`src/logic/tsa_pkg.sv`:
```
// shared constants for the timeslot attach block
package tsa_pkg;
  localparam int NUM_CTRL = 3;
  localparam int ADDR_W = 8;
  localparam int DATA_W = 32;
  localparam int SEL_W = 8;
  // register indices; byte address is four times the index
  localparam logic [7:0] REG_IDX_CTRL0 = 8'h19;
  localparam logic [7:0] REG_IDX_CTRL1 = 8'h1A;
  localparam logic [7:0] REG_IDX_CTRL2 = 8'h1B;
  localparam logic [ADDR_W-1:0] ADDR_CTRL0 = {REG_IDX_CTRL0[5:0], 2'h0};
  localparam logic [ADDR_W-1:0] ADDR_CTRL1 = {REG_IDX_CTRL1[5:0], 2'h0};
  localparam logic [ADDR_W-1:0] ADDR_CTRL2 = {REG_IDX_CTRL2[5:0], 2'h0};
  // select register fields
  localparam int EN_BIT = 7;
  localparam int SPARE_SEL_BIT = 6;
  localparam int CHAN_LSB = 0;
  localparam int CHAN_W = 5;
  localparam logic [SEL_W-1:0] SEL_RESET = 8'h00;
  localparam logic [SEL_W-1:0] MASK_CTRL0 = 8'hDF;
  localparam logic [SEL_W-1:0] MASK_CTRL12 = 8'h9F;
  // frame geometry
  localparam int BIT_IN_SLOT_W = 3;
  localparam int FRAME_POS_W = CHAN_W + BIT_IN_SLOT_W;
  localparam logic [FRAME_POS_W-1:0] LAST_FRAME_POS = 8'hFF;
  localparam logic [BIT_IN_SLOT_W-1:0] SPARE_FIRST_BIT = 3'h3;
  localparam logic [CHAN_W-1:0] CHAN_ZERO = 5'h00;
endpackage : tsa_pkg

```
`src/logic/slot_if.sv`:
```
// carrier between the top and one per-controller slot matcher
`timescale 1ns/1ps
interface slot_if;
  logic enable;
  logic payload_sel;
  logic [tsa_pkg::CHAN_W-1:0] channel_index;
  logic [tsa_pkg::FRAME_POS_W-1:0] frame_pos;
  logic align_frame;
  logic active;
  modport matcher (
    input enable,
    input payload_sel,
    input channel_index,
    input frame_pos,
    input align_frame,
    output active
  );
  modport owner (
    output enable,
    output payload_sel,
    output channel_index,
    output frame_pos,
    output align_frame,
    input active
  );
endinterface : slot_if

```
`src/logic/hdlc_timeslot_attach.sv`:
```
// attaches three link controllers to E1 timeslots, controller zero alternatively to the spare frame bits
//
// Operation
// - controller zero enable bit 7 connects/disconnects it
// - path bit 6: 0 spare bits, 1 payload
// - 5-bit channel index picks timeslot 0..31
// - transmit: controller bits replace serial input
// - receive: tap line data before elastic buffer
// - controller one enable bit 7 connects it
// - controller two enable bit 7 connects it
`timescale 1ns/1ps
module hdlc_timeslot_attach (
  input wire logic CLK_SYS_I,
  input wire logic SYS_RST_I,
  input wire logic PSEL_I,
  input wire logic PENABLE_I,
  input wire logic PWRITE_I,
  input wire logic [tsa_pkg::ADDR_W-1:0] PADDR_I,
  input wire logic [tsa_pkg::DATA_W-1:0] PWDATA_I,
  output logic [tsa_pkg::DATA_W-1:0] PRDATA_O,
  output logic PREADY_O,
  output logic PSLVERR_O,
  input wire logic BIT_STROBE_I,
  input wire logic FRAME_START_I,
  input wire logic ALIGN_FRAME_I,
  input wire logic SER_TX_DATA_I,
  input wire logic LINE_RX_DATA_I,
  input wire logic [tsa_pkg::NUM_CTRL-1:0] CTRL_TX_DATA_I,
  output logic TX_DATA_O,
  output logic [tsa_pkg::NUM_CTRL-1:0] CTRL_TX_TAKEN_O,
  output logic [tsa_pkg::NUM_CTRL-1:0] CTRL_RX_DATA_O,
  output logic [tsa_pkg::NUM_CTRL-1:0] CTRL_RX_VALID_O
);
  typedef struct packed {
    logic [tsa_pkg::NUM_CTRL-1:0][tsa_pkg::SEL_W-1:0] sel;
    logic [tsa_pkg::FRAME_POS_W-1:0] next_pos;
    logic tx_data;
    logic [tsa_pkg::NUM_CTRL-1:0] tx_taken;
    logic [tsa_pkg::NUM_CTRL-1:0] rx_data;
    logic [tsa_pkg::NUM_CTRL-1:0] rx_valid;
    logic [tsa_pkg::DATA_W-1:0] prdata;
    logic pready;
    logic pslverr;
  } state_s;

  state_s st;
  state_s next_st;
  logic [tsa_pkg::FRAME_POS_W-1:0] frame_pos;
  logic [tsa_pkg::NUM_CTRL-1:0] active;

  // the bit being presented now; a frame start forces position zero
  assign frame_pos = FRAME_START_I ? '0 : st.next_pos;

  for (genvar g = 0; g < tsa_pkg::NUM_CTRL; g++) begin : g_ctrl
    slot_if port_if ();
    assign port_if.enable = st.sel[g][tsa_pkg::EN_BIT];
    assign port_if.payload_sel = st.sel[g][tsa_pkg::SPARE_SEL_BIT];
    assign port_if.channel_index = st.sel[g][tsa_pkg::CHAN_LSB +: tsa_pkg::CHAN_W];
    assign port_if.frame_pos = frame_pos;
    assign port_if.align_frame = ALIGN_FRAME_I;
    assign active[g] = port_if.active;
    slot_matcher #(
      .ALLOW_SPARE(g == 0),
      .ALLOW_SLOT_ZERO(g == 0)
    ) u_match (
      .port_if(port_if)
    );
  end

  function automatic logic [tsa_pkg::SEL_W-1:0] reg_mask(input int idx);
    reg_mask = (idx == 0) ? tsa_pkg::MASK_CTRL0 : tsa_pkg::MASK_CTRL12;
  endfunction : reg_mask

  always_comb begin
    logic setup;
    logic access;
    logic hit;
    logic [1:0] idx;
    logic [tsa_pkg::SEL_W-1:0] rd_byte;
    logic tx_bit;
    logic [tsa_pkg::NUM_CTRL-1:0] winner;
    setup = 1'b0;
    access = 1'b0;
    hit = 1'b0;
    idx = 2'h0;
    rd_byte = '0;
    tx_bit = SER_TX_DATA_I;
    winner = '0;
    next_st = st;

    // register decode
    case (PADDR_I)
      tsa_pkg::ADDR_CTRL0: begin
        hit = 1'b1;
        idx = 2'h0;
      end
      tsa_pkg::ADDR_CTRL1: begin
        hit = 1'b1;
        idx = 2'h1;
      end
      tsa_pkg::ADDR_CTRL2: begin
        hit = 1'b1;
        idx = 2'h2;
      end
      default: begin
        hit = 1'b0;
        idx = 2'h0;
      end
    endcase
    if (hit) begin
      rd_byte = st.sel[idx];
    end

    // answer is prepared in the setup cycle so the access phase needs no wait
    setup = PSEL_I && !PENABLE_I;
    access = PSEL_I && PENABLE_I && st.pready;
    next_st.pready = setup;
    if (setup) begin
      next_st.pslverr = !hit;
      next_st.prdata = (hit && !PWRITE_I) ? {{(tsa_pkg::DATA_W-tsa_pkg::SEL_W){1'b0}}, rd_byte}
                                          : '0;
    end else if (!PSEL_I) begin
      next_st.pslverr = 1'b0;
      next_st.prdata = '0;
    end
    // unused bits are not stored and read back as zero
    if (access && PWRITE_I && hit) begin
      next_st.sel[idx] = PWDATA_I[tsa_pkg::SEL_W-1:0] & reg_mask(int'(idx));
    end

    // datapath: one bit per strobe, outputs registered one cycle later
    next_st.tx_taken = '0;
    next_st.rx_valid = '0;
    if (BIT_STROBE_I) begin
      next_st.next_pos = (frame_pos == tsa_pkg::LAST_FRAME_POS) ? '0
                         : frame_pos + tsa_pkg::FRAME_POS_W'(1);
      // lowest numbered controller wins if software overlaps two on one slot
      for (int k = tsa_pkg::NUM_CTRL - 1; k >= 0; k--) begin
        if (active[k]) begin
          tx_bit = CTRL_TX_DATA_I[k];
          winner = '0;
          winner[k] = 1'b1;
        end
      end
      next_st.tx_data = tx_bit;
      // only the controller whose bit went out is told it was taken
      next_st.tx_taken = winner;
      next_st.rx_valid = active;
      for (int k = 0; k < tsa_pkg::NUM_CTRL; k++) begin
        if (active[k]) begin
          next_st.rx_data[k] = LINE_RX_DATA_I;
        end
      end
    end
  end

  always_ff @(posedge CLK_SYS_I) begin
    if (SYS_RST_I) begin
      st <= '0;
      for (int k = 0; k < tsa_pkg::NUM_CTRL; k++) begin
        st.sel[k] <= tsa_pkg::SEL_RESET;
      end
    end else begin
      st <= next_st;
    end
  end

  assign PRDATA_O = st.prdata;
  assign PREADY_O = st.pready;
  assign PSLVERR_O = st.pslverr;
  assign TX_DATA_O = st.tx_data;
  assign CTRL_TX_TAKEN_O = st.tx_taken;
  assign CTRL_RX_DATA_O = st.rx_data;
  assign CTRL_RX_VALID_O = st.rx_valid;
endmodule : hdlc_timeslot_attach

```
`src/logic/slot_matcher.sv`:
```
// decides whether the current frame bit belongs to one controller
`timescale 1ns/1ps
module slot_matcher #(
  parameter bit ALLOW_SPARE = 1'b0,
  parameter bit ALLOW_SLOT_ZERO = 1'b1
) (
  slot_if.matcher port_if
);
  logic [tsa_pkg::CHAN_W-1:0] slot;
  logic [tsa_pkg::BIT_IN_SLOT_W-1:0] bit_in_slot;
  logic spare_hit;
  logic slot_hit;

  always_comb begin
    slot = port_if.frame_pos[tsa_pkg::FRAME_POS_W-1:tsa_pkg::BIT_IN_SLOT_W];
    bit_in_slot = port_if.frame_pos[tsa_pkg::BIT_IN_SLOT_W-1:0];
    // spare bits sit in bits 4..8 of slot zero in frames without the alignment word
    spare_hit = (slot == tsa_pkg::CHAN_ZERO) && (bit_in_slot >= tsa_pkg::SPARE_FIRST_BIT)
                && !port_if.align_frame;
    // slot zero is never matched where it may not be assigned
    slot_hit = (slot == port_if.channel_index)
               && (ALLOW_SLOT_ZERO || (port_if.channel_index != tsa_pkg::CHAN_ZERO));
    if (!port_if.enable) begin
      port_if.active = 1'b0;
    end else if (ALLOW_SPARE && !port_if.payload_sel) begin
      port_if.active = spare_hit;
    end else begin
      port_if.active = slot_hit;
    end
  end
endmodule : slot_matcher

```
`config.mk`:
```
export PLATFORM = sky130hd
export DESIGN_NAME = hdlc_timeslot_attach
export DESIGN_NICKNAME = d
export VERILOG_FILES = /design/src/logic/tsa_pkg.sv /design/src/logic/slot_if.sv /design/src/logic/hdlc_timeslot_attach.sv /design/src/logic/slot_matcher.sv
export SDC_FILE = /design/constraint.sdc
export NUM_CORES = 1
export LEC_CHECK = 0
export BUFFER_PORTS_ARGS = -buffer_cell sky130_fd_sc_hd__buf_4
export CORE_ASPECT_RATIO = 0.9
export CORE_MARGIN = 2
export CORE_UTILIZATION = 30
export DETAILED_ROUTE_END_ITERATION = 12
export MAX_ROUTING_LAYER = met4
export PLACE_DENSITY = 0.5
export REMOVE_ABC_BUFFERS = 1
export SYNTH_ARGS = -nofsm -noshare
export SYNTH_HDL_FRONTEND = slang
export SYNTH_SLANG_ARGS = --single-unit
```
`constraint.sdc`:
```
create_clock -name CLK_SYS_I -period 3.4 [get_ports CLK_SYS_I]
set_input_delay 0.17 -clock CLK_SYS_I [delete_from_list [all_inputs] [get_ports CLK_SYS_I]]
set_output_delay 0.17 -clock CLK_SYS_I [all_outputs]
set_load 0.02 [all_outputs]
```
Word level (Yosys, flattened, before mapping)
Cells that the tools add are included.
{ "totals": {"ram_bits": 0, "mem_bits_ro": 0, "register_bits": 76, "out_inout_bits": 44, "mem_count": 0, "latch_bits": 0} }
{ "classes": {"n_eq_ne": 8, "n_reduce_logical": 26, "n_div": 0, "shifts": 0, "n_addsub": 1, "magnitude_cmp": 3, "n_bitwise": 2, "n_mul": 0, "n_mux": 26} }
{ "op_table": {"columns": ["cell", "count"], "rows": [
  ["two-way mux 32 bit", 2],
  ["two-way mux 8 bit", 6],
  ["bitwise mux 24 bit", 1],
  ["equality test 8 x 7 -> 1 bit, second input constant", 3],
  ["binary-select mux 8 bit (select 2 bit)", 1],
  ["demux 8 bit (select 2 bit)", 1],
  ["equality test 5 bit", 3],
  ["logical AND 1 bit", 11],
  ["two-way mux 1 bit", 11],
  ["nonzero test 5 bit", 2],
  ["adder 8 x 1 -> 8 bit, second input constant", 1],
  ["bitwise AND 8 bit", 1],
  ["equality test 8 bit, second input constant", 1],
  ["two-way mux 7 bit", 1],
  ["AND reduction 2 bit", 3],
  ["OR reduction 3 bit", 2],
  ["zero test 5 bit", 1],
  ["zero test 1 bit", 4],
  ["case mux 2 bit (2 select lines)", 1],
  ["OR reduction 4 bit", 1],
  ["greater-or-equal comparator 3 x 2 -> 1 bit, second input constant", 1],
  ["less-than comparator 2 x 3 -> 1 bit, second input constant", 1],
  ["two-way mux 3 bit", 1],
  ["greater-or-equal comparator 2 x 1 -> 1 bit, second input constant", 1],
  ["5 further kinds", 5]
]} }

Depth between registers and ports, before layout
Gate-level depths: netlist (run 1).
{ "depth": {"ltp_word": 7, "mapped_depth": 11, "depth_no_buf": 9} }

By module
A second synthesis (run 1) with hierarchy kept.
{ "unflattened": {"cells_unflattened": 304, "hier_area_um2": 2672.6} }
{ "modules_own_cells": {"columns": ["module", "seq_area_each_um2", "n_inst", "area_per_inst_um2", "cells_each"], "rows": [
  ["hdlc_timeslot_attach", 940.9, 1, 2424.8, 272],
  ["slot_matcher at g_ctrl[1].u_match ...", 0.0, 2, 75.1, 10],
  ["slot_matcher at g_ctrl[0].u_match", 0.0, 1, 97.6, 12]
]} }

Least setup slack after synthesis (run 1)
OpenSTA, ideal clock, no wires.
{ "synth_path": {"path_type": "input to register", "startpoint": "in FRAME_START_I", "endpoint": "reg st, in the netlist TX_DATA_O", "setup_slack_ns": 1.454, "required_time_ns": 3.300, "setup_ns": 0.100, "t_arrival_ns": 1.847, "cell_stages": 11, "cell_sequence": "buf_6 > buf_2 > nor2b_1 > ha_1 > ha_1 > a21oi_1 > nor4_1 > a41o_2 > a211oi_1 > o21bai_1 > a2111oi_4"} }
{ "synth_via": {"elab_chain_len": 7} }
{ "synth_lines": {"columns": ["element", "line_no", "rtl"], "rows": [
  ["start: declaration", "hdlc_timeslot_attach.sv:24", "input wire logic FRAME_START_I,"],
  ["two-way mux 8 bit (*)", "hdlc_timeslot_attach.sv:52", "assign frame_pos = FRAME_START_I ? '0 : st.next_pos;"],
  ["greater-or-equal comparator 3 x 2 -> 1 bit, or another cell as far along", null, null],
  ["logical AND 1 bit, on equally long branches", null, null],
  ["logical AND 1 bit or two-way mux 1 bit (tied branches)", null, null],
  ["two-way mux 1 bit, on equally long branches", "slot_matcher.sv:25, hdlc_timeslot_attach.sv:139", null],
  ["two-way mux 1 bit, on equally long branches", "slot_matcher.sv:23, hdlc_timeslot_attach.sv:139", null],
  ["two-way mux 1 bit (*)", "hdlc_timeslot_attach.sv:139", "if (active[k]) begin"],
  ["end signal: assignment", "hdlc_timeslot_attach.sv:164", "st <= next_st;"],
  ["end: declaration", "hdlc_timeslot_attach.sv:46", "state_s st;"]
]} }
Mark *: on every way between the ends. The rest lies on a longest branch, timed or not.
A chain may end at the register's enable or synchronous reset.

Worst setup path in the final report (run 1)
{ "layout_path": {"startpoint": "reg st[44] (netlist name)", "endpoint": "reg st, in the netlist TX_DATA_O"} }
{ "layout_via": {"elab_chain_len": 7} }
{ "layout_lines": {"columns": ["element", "line_no", "rtl"], "rows": [
  ["two-way mux 8 bit", "hdlc_timeslot_attach.sv:52", null],
  ["greater-or-equal comparator 3 x 2 -> 1 bit", null, null],
  ["logical AND 1 bit (2 in series)", null, null],
  ["two-way mux 1 bit", "slot_matcher.sv:25", "end else if (ALLOW_SPARE && !port_if.payload_sel) begin"],
  ["two-way mux 1 bit", "slot_matcher.sv:23", "if (!port_if.enable) begin"],
  ["two-way mux 1 bit", "hdlc_timeslot_attach.sv:139", null]
]} }
No other way between the ends.

==> results_dict.tcl, run 1 <==
set metrics [dict create \
    synth_top_area_share 0.3556 \
    postRouteAntennaNets 0 \
    critPathRequiredTime_ns 3.61 \
    areaGrowthSynthToFinish_pct 11.25 \
    ys_top_cells_by_count "nor2_1 (50), dfxtp_1 (47), buf_4 (41)" \
    dieWidth_um 103 \
    drive_gt1_frac 0.1901 \
    maxSlewHeadroom 0.5989 \
    clk_latency_ns 0.30 \
    cp-endpoint "TX_DATA_O" \
    status "finished, final reports clean" \
    postSynthCellCount 317 \
    grt_use_total 0.1341 \
    syn_area_um2 2646 \
    cts_hold_buf 0 \
    r2r_setup_slack_ns 1.30 \
    antenna_found_initial 0 \
    clock_skew_ns 0.002798 \
    cts_tree "built" \
    hpwlAfterDp_mm 4.387 \
    ir_drop_mv 0.1517 \
    cts-root-buf "clkbuf_8" \
    synth_seq_area_share 0.3556 \
    power_leakage_nw 1.143 \
    multi_input_area_um2 1394 \
    worstSetupEndpointType "register" \
    wl_mm 6.002 \
    nNetsFinal 396 \
    clk_pin_slew_ns 0.09 \
    rsz0062_at_grt "no" \
    critPathLaunchType "register" \
    hold_viol 0 \
    async_reset_ff_frac 0 \
    crit_type "register to register" \
    min_path_type "primary input to register" \
    crit_arrival_ns 2.32 \
    grt_start_max_net_pins 37 \
    synth.most_common_cell "nor2_1" \
    yosys-top-cells-area "dfxtp_1 (36%), buf_4 (12%), mux2i_1 (9.5%)" \
    place_area_um2 2859 \
    power.density_nw_per_um2 337.0 \
    ys_types 52 \
    yosys.area.top_type "dfxtp_1" \
    seq_area_um2 940.9 \
    die_y_um 93.10 \
    drc 0 \
    wire_per_inst_um 13.02 \
    worst_slack_ns 1.295 \
    tns_ns 0 \
    cap_violations 0 \
    timing.final.crit_share 0.6190 \
    fill_cells 942 \
    gp_congestion 0.7522 \
    initial_core_util 0.3088 \
    final_cells 461 \
    r2r_cells 9 \
    dp_slack_ns 1.286 \
    core_um2 8568 \
    cts_buffers 5 \
    setup_viol 0 \
    postCtsSetupBuffers 0 \
    grt_pass1_vias 1988 \
    synth_flop_cell "dfxtp_1" \
    min_period_ns 2.105 \
    viasPerCell 4.521 \
    grt_pass1_wl_mm 9.763 \
    synth-edff-count 0 \
    fin_area_um2 2944 \
    cts_sinks 47 \
    clk_path_buf_depth 2 \
    h-tree-depth 2 \
    yosys_register_bits 47 \
    first_pass_iters 5 \
    cts.repair.resized 0 \
    final_max_slew_viol_count 0 \
    reg2reg_to "TX_DATA_O" \
    portBuffers 46 \
    ys_warn_count 0 \
    cp_max_fo 3 \
    antennaDiodeCount 0 \
    place_inst 453 \
    globalRouteOverflowTotal 0 \
    reg2reg_from "st[44]" \
    worstMarginPinSlew_ns 0.6001 \
    syn_area_per_cell_um2 8.348 \
    rows 32 \
    io_pins 97 \
    die_area_um2 9589 \
    timing.fmax_mhz 475.2 \
    vias 2084 \
    drtIter0Drc 112 \
    crit_start "st[44]" \
]
per-layer routing:
metal | wire (um) | up-vias | part of all wire | track usage
li1 | - | 1079 | - | -
met1 | 3012 | 942 | 0.50 | 0.1776
met2 | 2605 | 53 | 0.43 | 0.2008
met3 | 261 | 10 | 0.043 | 0.03288
met4 | 123 | 0 | 0.020 | 0.04386
met5 | 0 | - | 0 | -
worst max-delay path, cell delays in order (launching register included):
cell	delay, ns
dfxtp_1	0.35
nor2b_1	0.23
ha_1	0.21
ha_1	0.15
a21oi_1	0.04
nor4_1	0.22
a41o_2	0.20
a211oi_1	0.07
o21bai_1	0.21
a2111oi_4	0.33
cell usage in the layout, fill, tap and decap left out, types with 5 or more instances in the layout:
| master | count |
|---|---|
| o21ai_1 | 8 |
| nor2_1 | 50 |
| o21ai_0 | 5 |
| mux2i_1 | 25 |
| nor3_1 | 5 |
| nand2_1 | 22 |
| nand3_1 | 9 |
| clkbuf_8 | 5 |
| conb_1 | 25 |
| buf_4 | 48 |
| a21oi_1 | 22 |
| dfxtp_1 | 47 |
| nand4_1 | 5 |
per-stage QoR:
stage	utilization	total power, mW	hold slack [ns]
detailed placement	0.3337	0.6650	0.3865
global placement	0.3337	0.6642	0.3772
global route	0.3436	1.028	0.05974
CTS	0.3436	1.009	0.05003
finish	0.3436	0.9923	0.06723
floorplan	-	0.6134	0.2343
worst min path at each step:
stage          startpoint        end  slack (ns)  cells past startpoint
2_1_floorplan   SYS_RST_I  TX_DATA_O        0.23                      1
3_3_place_gp    PENABLE_I   PREADY_O        0.38                      2
3_5_place_dp    PENABLE_I   PREADY_O        0.39                      2
4_1_cts         PENABLE_I   PREADY_O        0.05                      2
5_1_grt         PENABLE_I   PREADY_O        0.06                      2
6_report        PENABLE_I   PREADY_O        0.07                      2
power by group:
part	switching, mW	internal, mW	total, mW	leakage, nW
clock network	0.196	0.144	0.341	0.0412
registers	0.00202	0.553	0.555	0.379
logic	0.0634	0.0332	0.0966	0.723
total	0.262	0.730	0.992	1.14
final cells by class:
type,instances,area share
timing repair buffer,48,0.1224
tap,119,0.05057
inverter,4,0.005100
multi-input combinational,235,0.4734
clock buffer,6,0.02465
clock inverter,2,0.004250
sequential,47,0.3196
logic make-up (layout without fill, tap and decap cells):
kind of cell             Yosys count  count (layout)  synth area share
flip-flops                        47              47            0.3556
XOR/XNOR                           4               4           0.01324
AND/OR/NAND/NOR                  122             122            0.2340
AO/OA/AOI/OAI                     57              57            0.1400
adder cells (fa/ha/maj)            2               2          0.009455
other                              1              25          0.001417
buffers and inverters             59              60            0.1518
multiplexers                      25              25           0.09456
registers in the layout (all words and copies together) (netlist names):
name and count:
CTRL_RX_VALID_O 3, PRDATA_O 7, g_ctrl.port_if.enable 3, st 8, CTRL_RX_DATA_O 3, CTRL_TX_TAKEN_O 2
g_ctrl.port_if.payload_sel 3, g_ctrl.port_if.channel_index 15, TX_DATA_O 1, PREADY_O 1, PSLVERR_O 1
Note: power is estimated with default switching activity, not from simulation.
==> inputs of run 2 (changes only) <==
- clock period: 3.4 -> 2.18 ns (I/O delays scaled with it)
==> results_dict.tcl, run 2 (synthesized netlist as in run 1, its figures left out) <==
set metrics [dict create \
    status "finished, final reports clean" \
    reg2reg_to "TX_DATA_O" \
    dieWidth_um 103 \
    grt_pass1_vias 1911 \
    crit_buf_inv 0 \
    final_max_slew_viol_count 0 \
    drtIter0Drc 149 \
    crit_type "register to register" \
    first_pass_iters 4 \
    grt_start_max_net_pins 21 \
    cts_sinks 47 \
    portBuffers 46 \
    drive_gt1_frac 0.2279 \
    cp_max_fo 3 \
    maxSlewHeadroom 0.6680 \
    wire_per_inst_um 12.67 \
    antenna_found_initial 0 \
    nNetsFinal 405 \
    setup_viol 0 \
    final_cell_mix "buf_4 (56), nor2_1 (50), dfxtp_1 (45)" \
    viasPerCell 4.462 \
    clk_path_buf_depth 2 \
    cts-root-buf "clkbuf_8" \
    fill_cells 927 \
    die_y_um 93.10 \
    rsz0062_at_grt "no" \
    final_common_cell "buf_4" \
    initial_core_util 0.3088 \
    timing.fmax_mhz 488.2 \
    antennaDiodeCount 0 \
    drc 0 \
    reg2reg_from "st[44]" \
    die_area_um2 9589 \
    wl_mm 5.956 \
    cp_top_family "compound AO/OA/AOI/OAI gates" \
    largest_reg_flops 15 \
    critPathRequiredTime_ns 2.39 \
    areaGrowthSynthToFinish_pct 16.22 \
    core_um2 8568 \
    min_path_type "primary input to register" \
    hold_slack_ns 0.04361 \
    grt_pass1_wl_mm 9.597 \
    worst_slack_ns 0.1318 \
    slowest_delay_ns 0.35 \
    power.density_nw_per_um2 542.9 \
    hpwlAfterDp_mm 4.559 \
    crit_chain "nor2b_4 > ha_4 > ha_1 > a21oi_1 > nor4_1 > a41o_2 > a211oi_1 > o21bai_2 > a2111oi_4" \
    clk_pin_slew_ns 0.08 \
    cap_violations 0 \
    globalRouteOverflowTotal 0 \
    cp_slowest_cell "dfxtp_2" \
    ir_drop_mv 0.4015 \
    clock_skew_ns 0.009185 \
    grt_use_total 0.1324 \
    hold_depth 3 \
    crit_arrival_ns 2.26 \
    critPathLaunchType "register" \
    io_pins 97 \
    timing.final.crit_share 0.9396 \
    clk_latency_ns 0.31 \
    hold_viol 0 \
    dp_slack_ns 0.1033 \
    worstMarginPinSlew_ns 0.4964 \
    tns_ns 0 \
    worstSetupEndpointType "register" \
    postRouteAntennaNets 0 \
    vias 2097 \
    power_leakage_nw 1.210 \
    cts_tree "built" \
    r2r_cells 9 \
    r2r_setup_slack_ns 0.13 \
    min_period_ns 2.048 \
    hold_start "PWDATA_I[6]" \
    hold-path-endpoint "g_ctrl[0].port_if.payload_sel" \
    gp_congestion 0.7782 \
    rows 32 \
    cts_buffers 5 \
    h-tree-depth 2 \
]
run 2: cell types whose count changed in the layout (fill, tap and decap cells not counted), sizes merged:
cell / delta
clkinvlp: -1
bufinv: +1
clkbuf: -1
buf: +8
clkinv: +1
dlygate4sd3: +1
run 2: area by class of cell:
type,count,area (um^2),share of cell area
Clock buffer,5,68.82,0.02238
Clock inverter,3,43.79,0.01424
Timing Repair Buffer,57,430.4,0.1400
Tap cell,119,148.9,0.04841
Multi-Input combinational cell,235,1425,0.4634
Inverter,4,15.01,0.004882
Sequential cell,47,943.4,0.3068
run 2: where the power goes:
| part | switching, mW | leakage [nW] | internal, mW |
|---|---|---|---|
| Sequential | 0.00354 | 0.380 | 0.863 |
| Clock | 0.301 | 0.0581 | 0.342 |
| Combinational | 0.102 | 0.772 | 0.0583 |
run 2: layer usage:
layer | wire, um | track usage | vias up
li1 | - | - | 1099
met1 | 2827 | 0.1722 | 944
met2 | 2764 | 0.2056 | 49
met3 | 310 | 0.03438 | 5
met4 | 55 | 0.03289 | 0
met5 | 0 | - | -
run 2: worst max-delay path by stage:
stage	startpoint	end	slack [ns]	cells after the start
floorplan	PREADY_O	g_ctrl[0].port_if.channel_index[0]	0.27	4
global placement	st[44]	TX_DATA_O	0.16	9
detailed placement	st[44]	TX_DATA_O	0.10	9
CTS	st[44]	TX_DATA_O	0.09	9
global route	st[45]	TX_DATA_O	0.02	9
finish	st[44]	TX_DATA_O	0.13	9
run 2: repair_timing:
action,in CTS,in global routing
gates resized for setup,0,9
endpoints found under the setup margin,0,1
setup buffers,0,1
hold buffers,1,0
hold endpoints to repair,1,0
run 2: worst min-delay path: cells and delay by family:
kind | cells | cell delay, ns
muxes | 1 | 0.05
and+or+nand+nor | 1 | 0.07
buffers and inverters | 1 | 0.08
run 2: through the flow:
| step | std cells | util | cell area (um^2) | total power [mW] |
|---|---|---|---|---|
| detailed placement | 460 | 0.3398 | 2912 | 1.040 |
| floorplan | 286 | - | 2350 | 0.9567 |
| global route | 470 | 0.3589 | 3075 | 1.740 |
| finish | 470 | 0.3589 | 3075 | 1.670 |
| global placement | 460 | 0.3398 | 2912 | 1.040 |
| CTS | 469 | 0.3541 | 3034 | 1.692 |
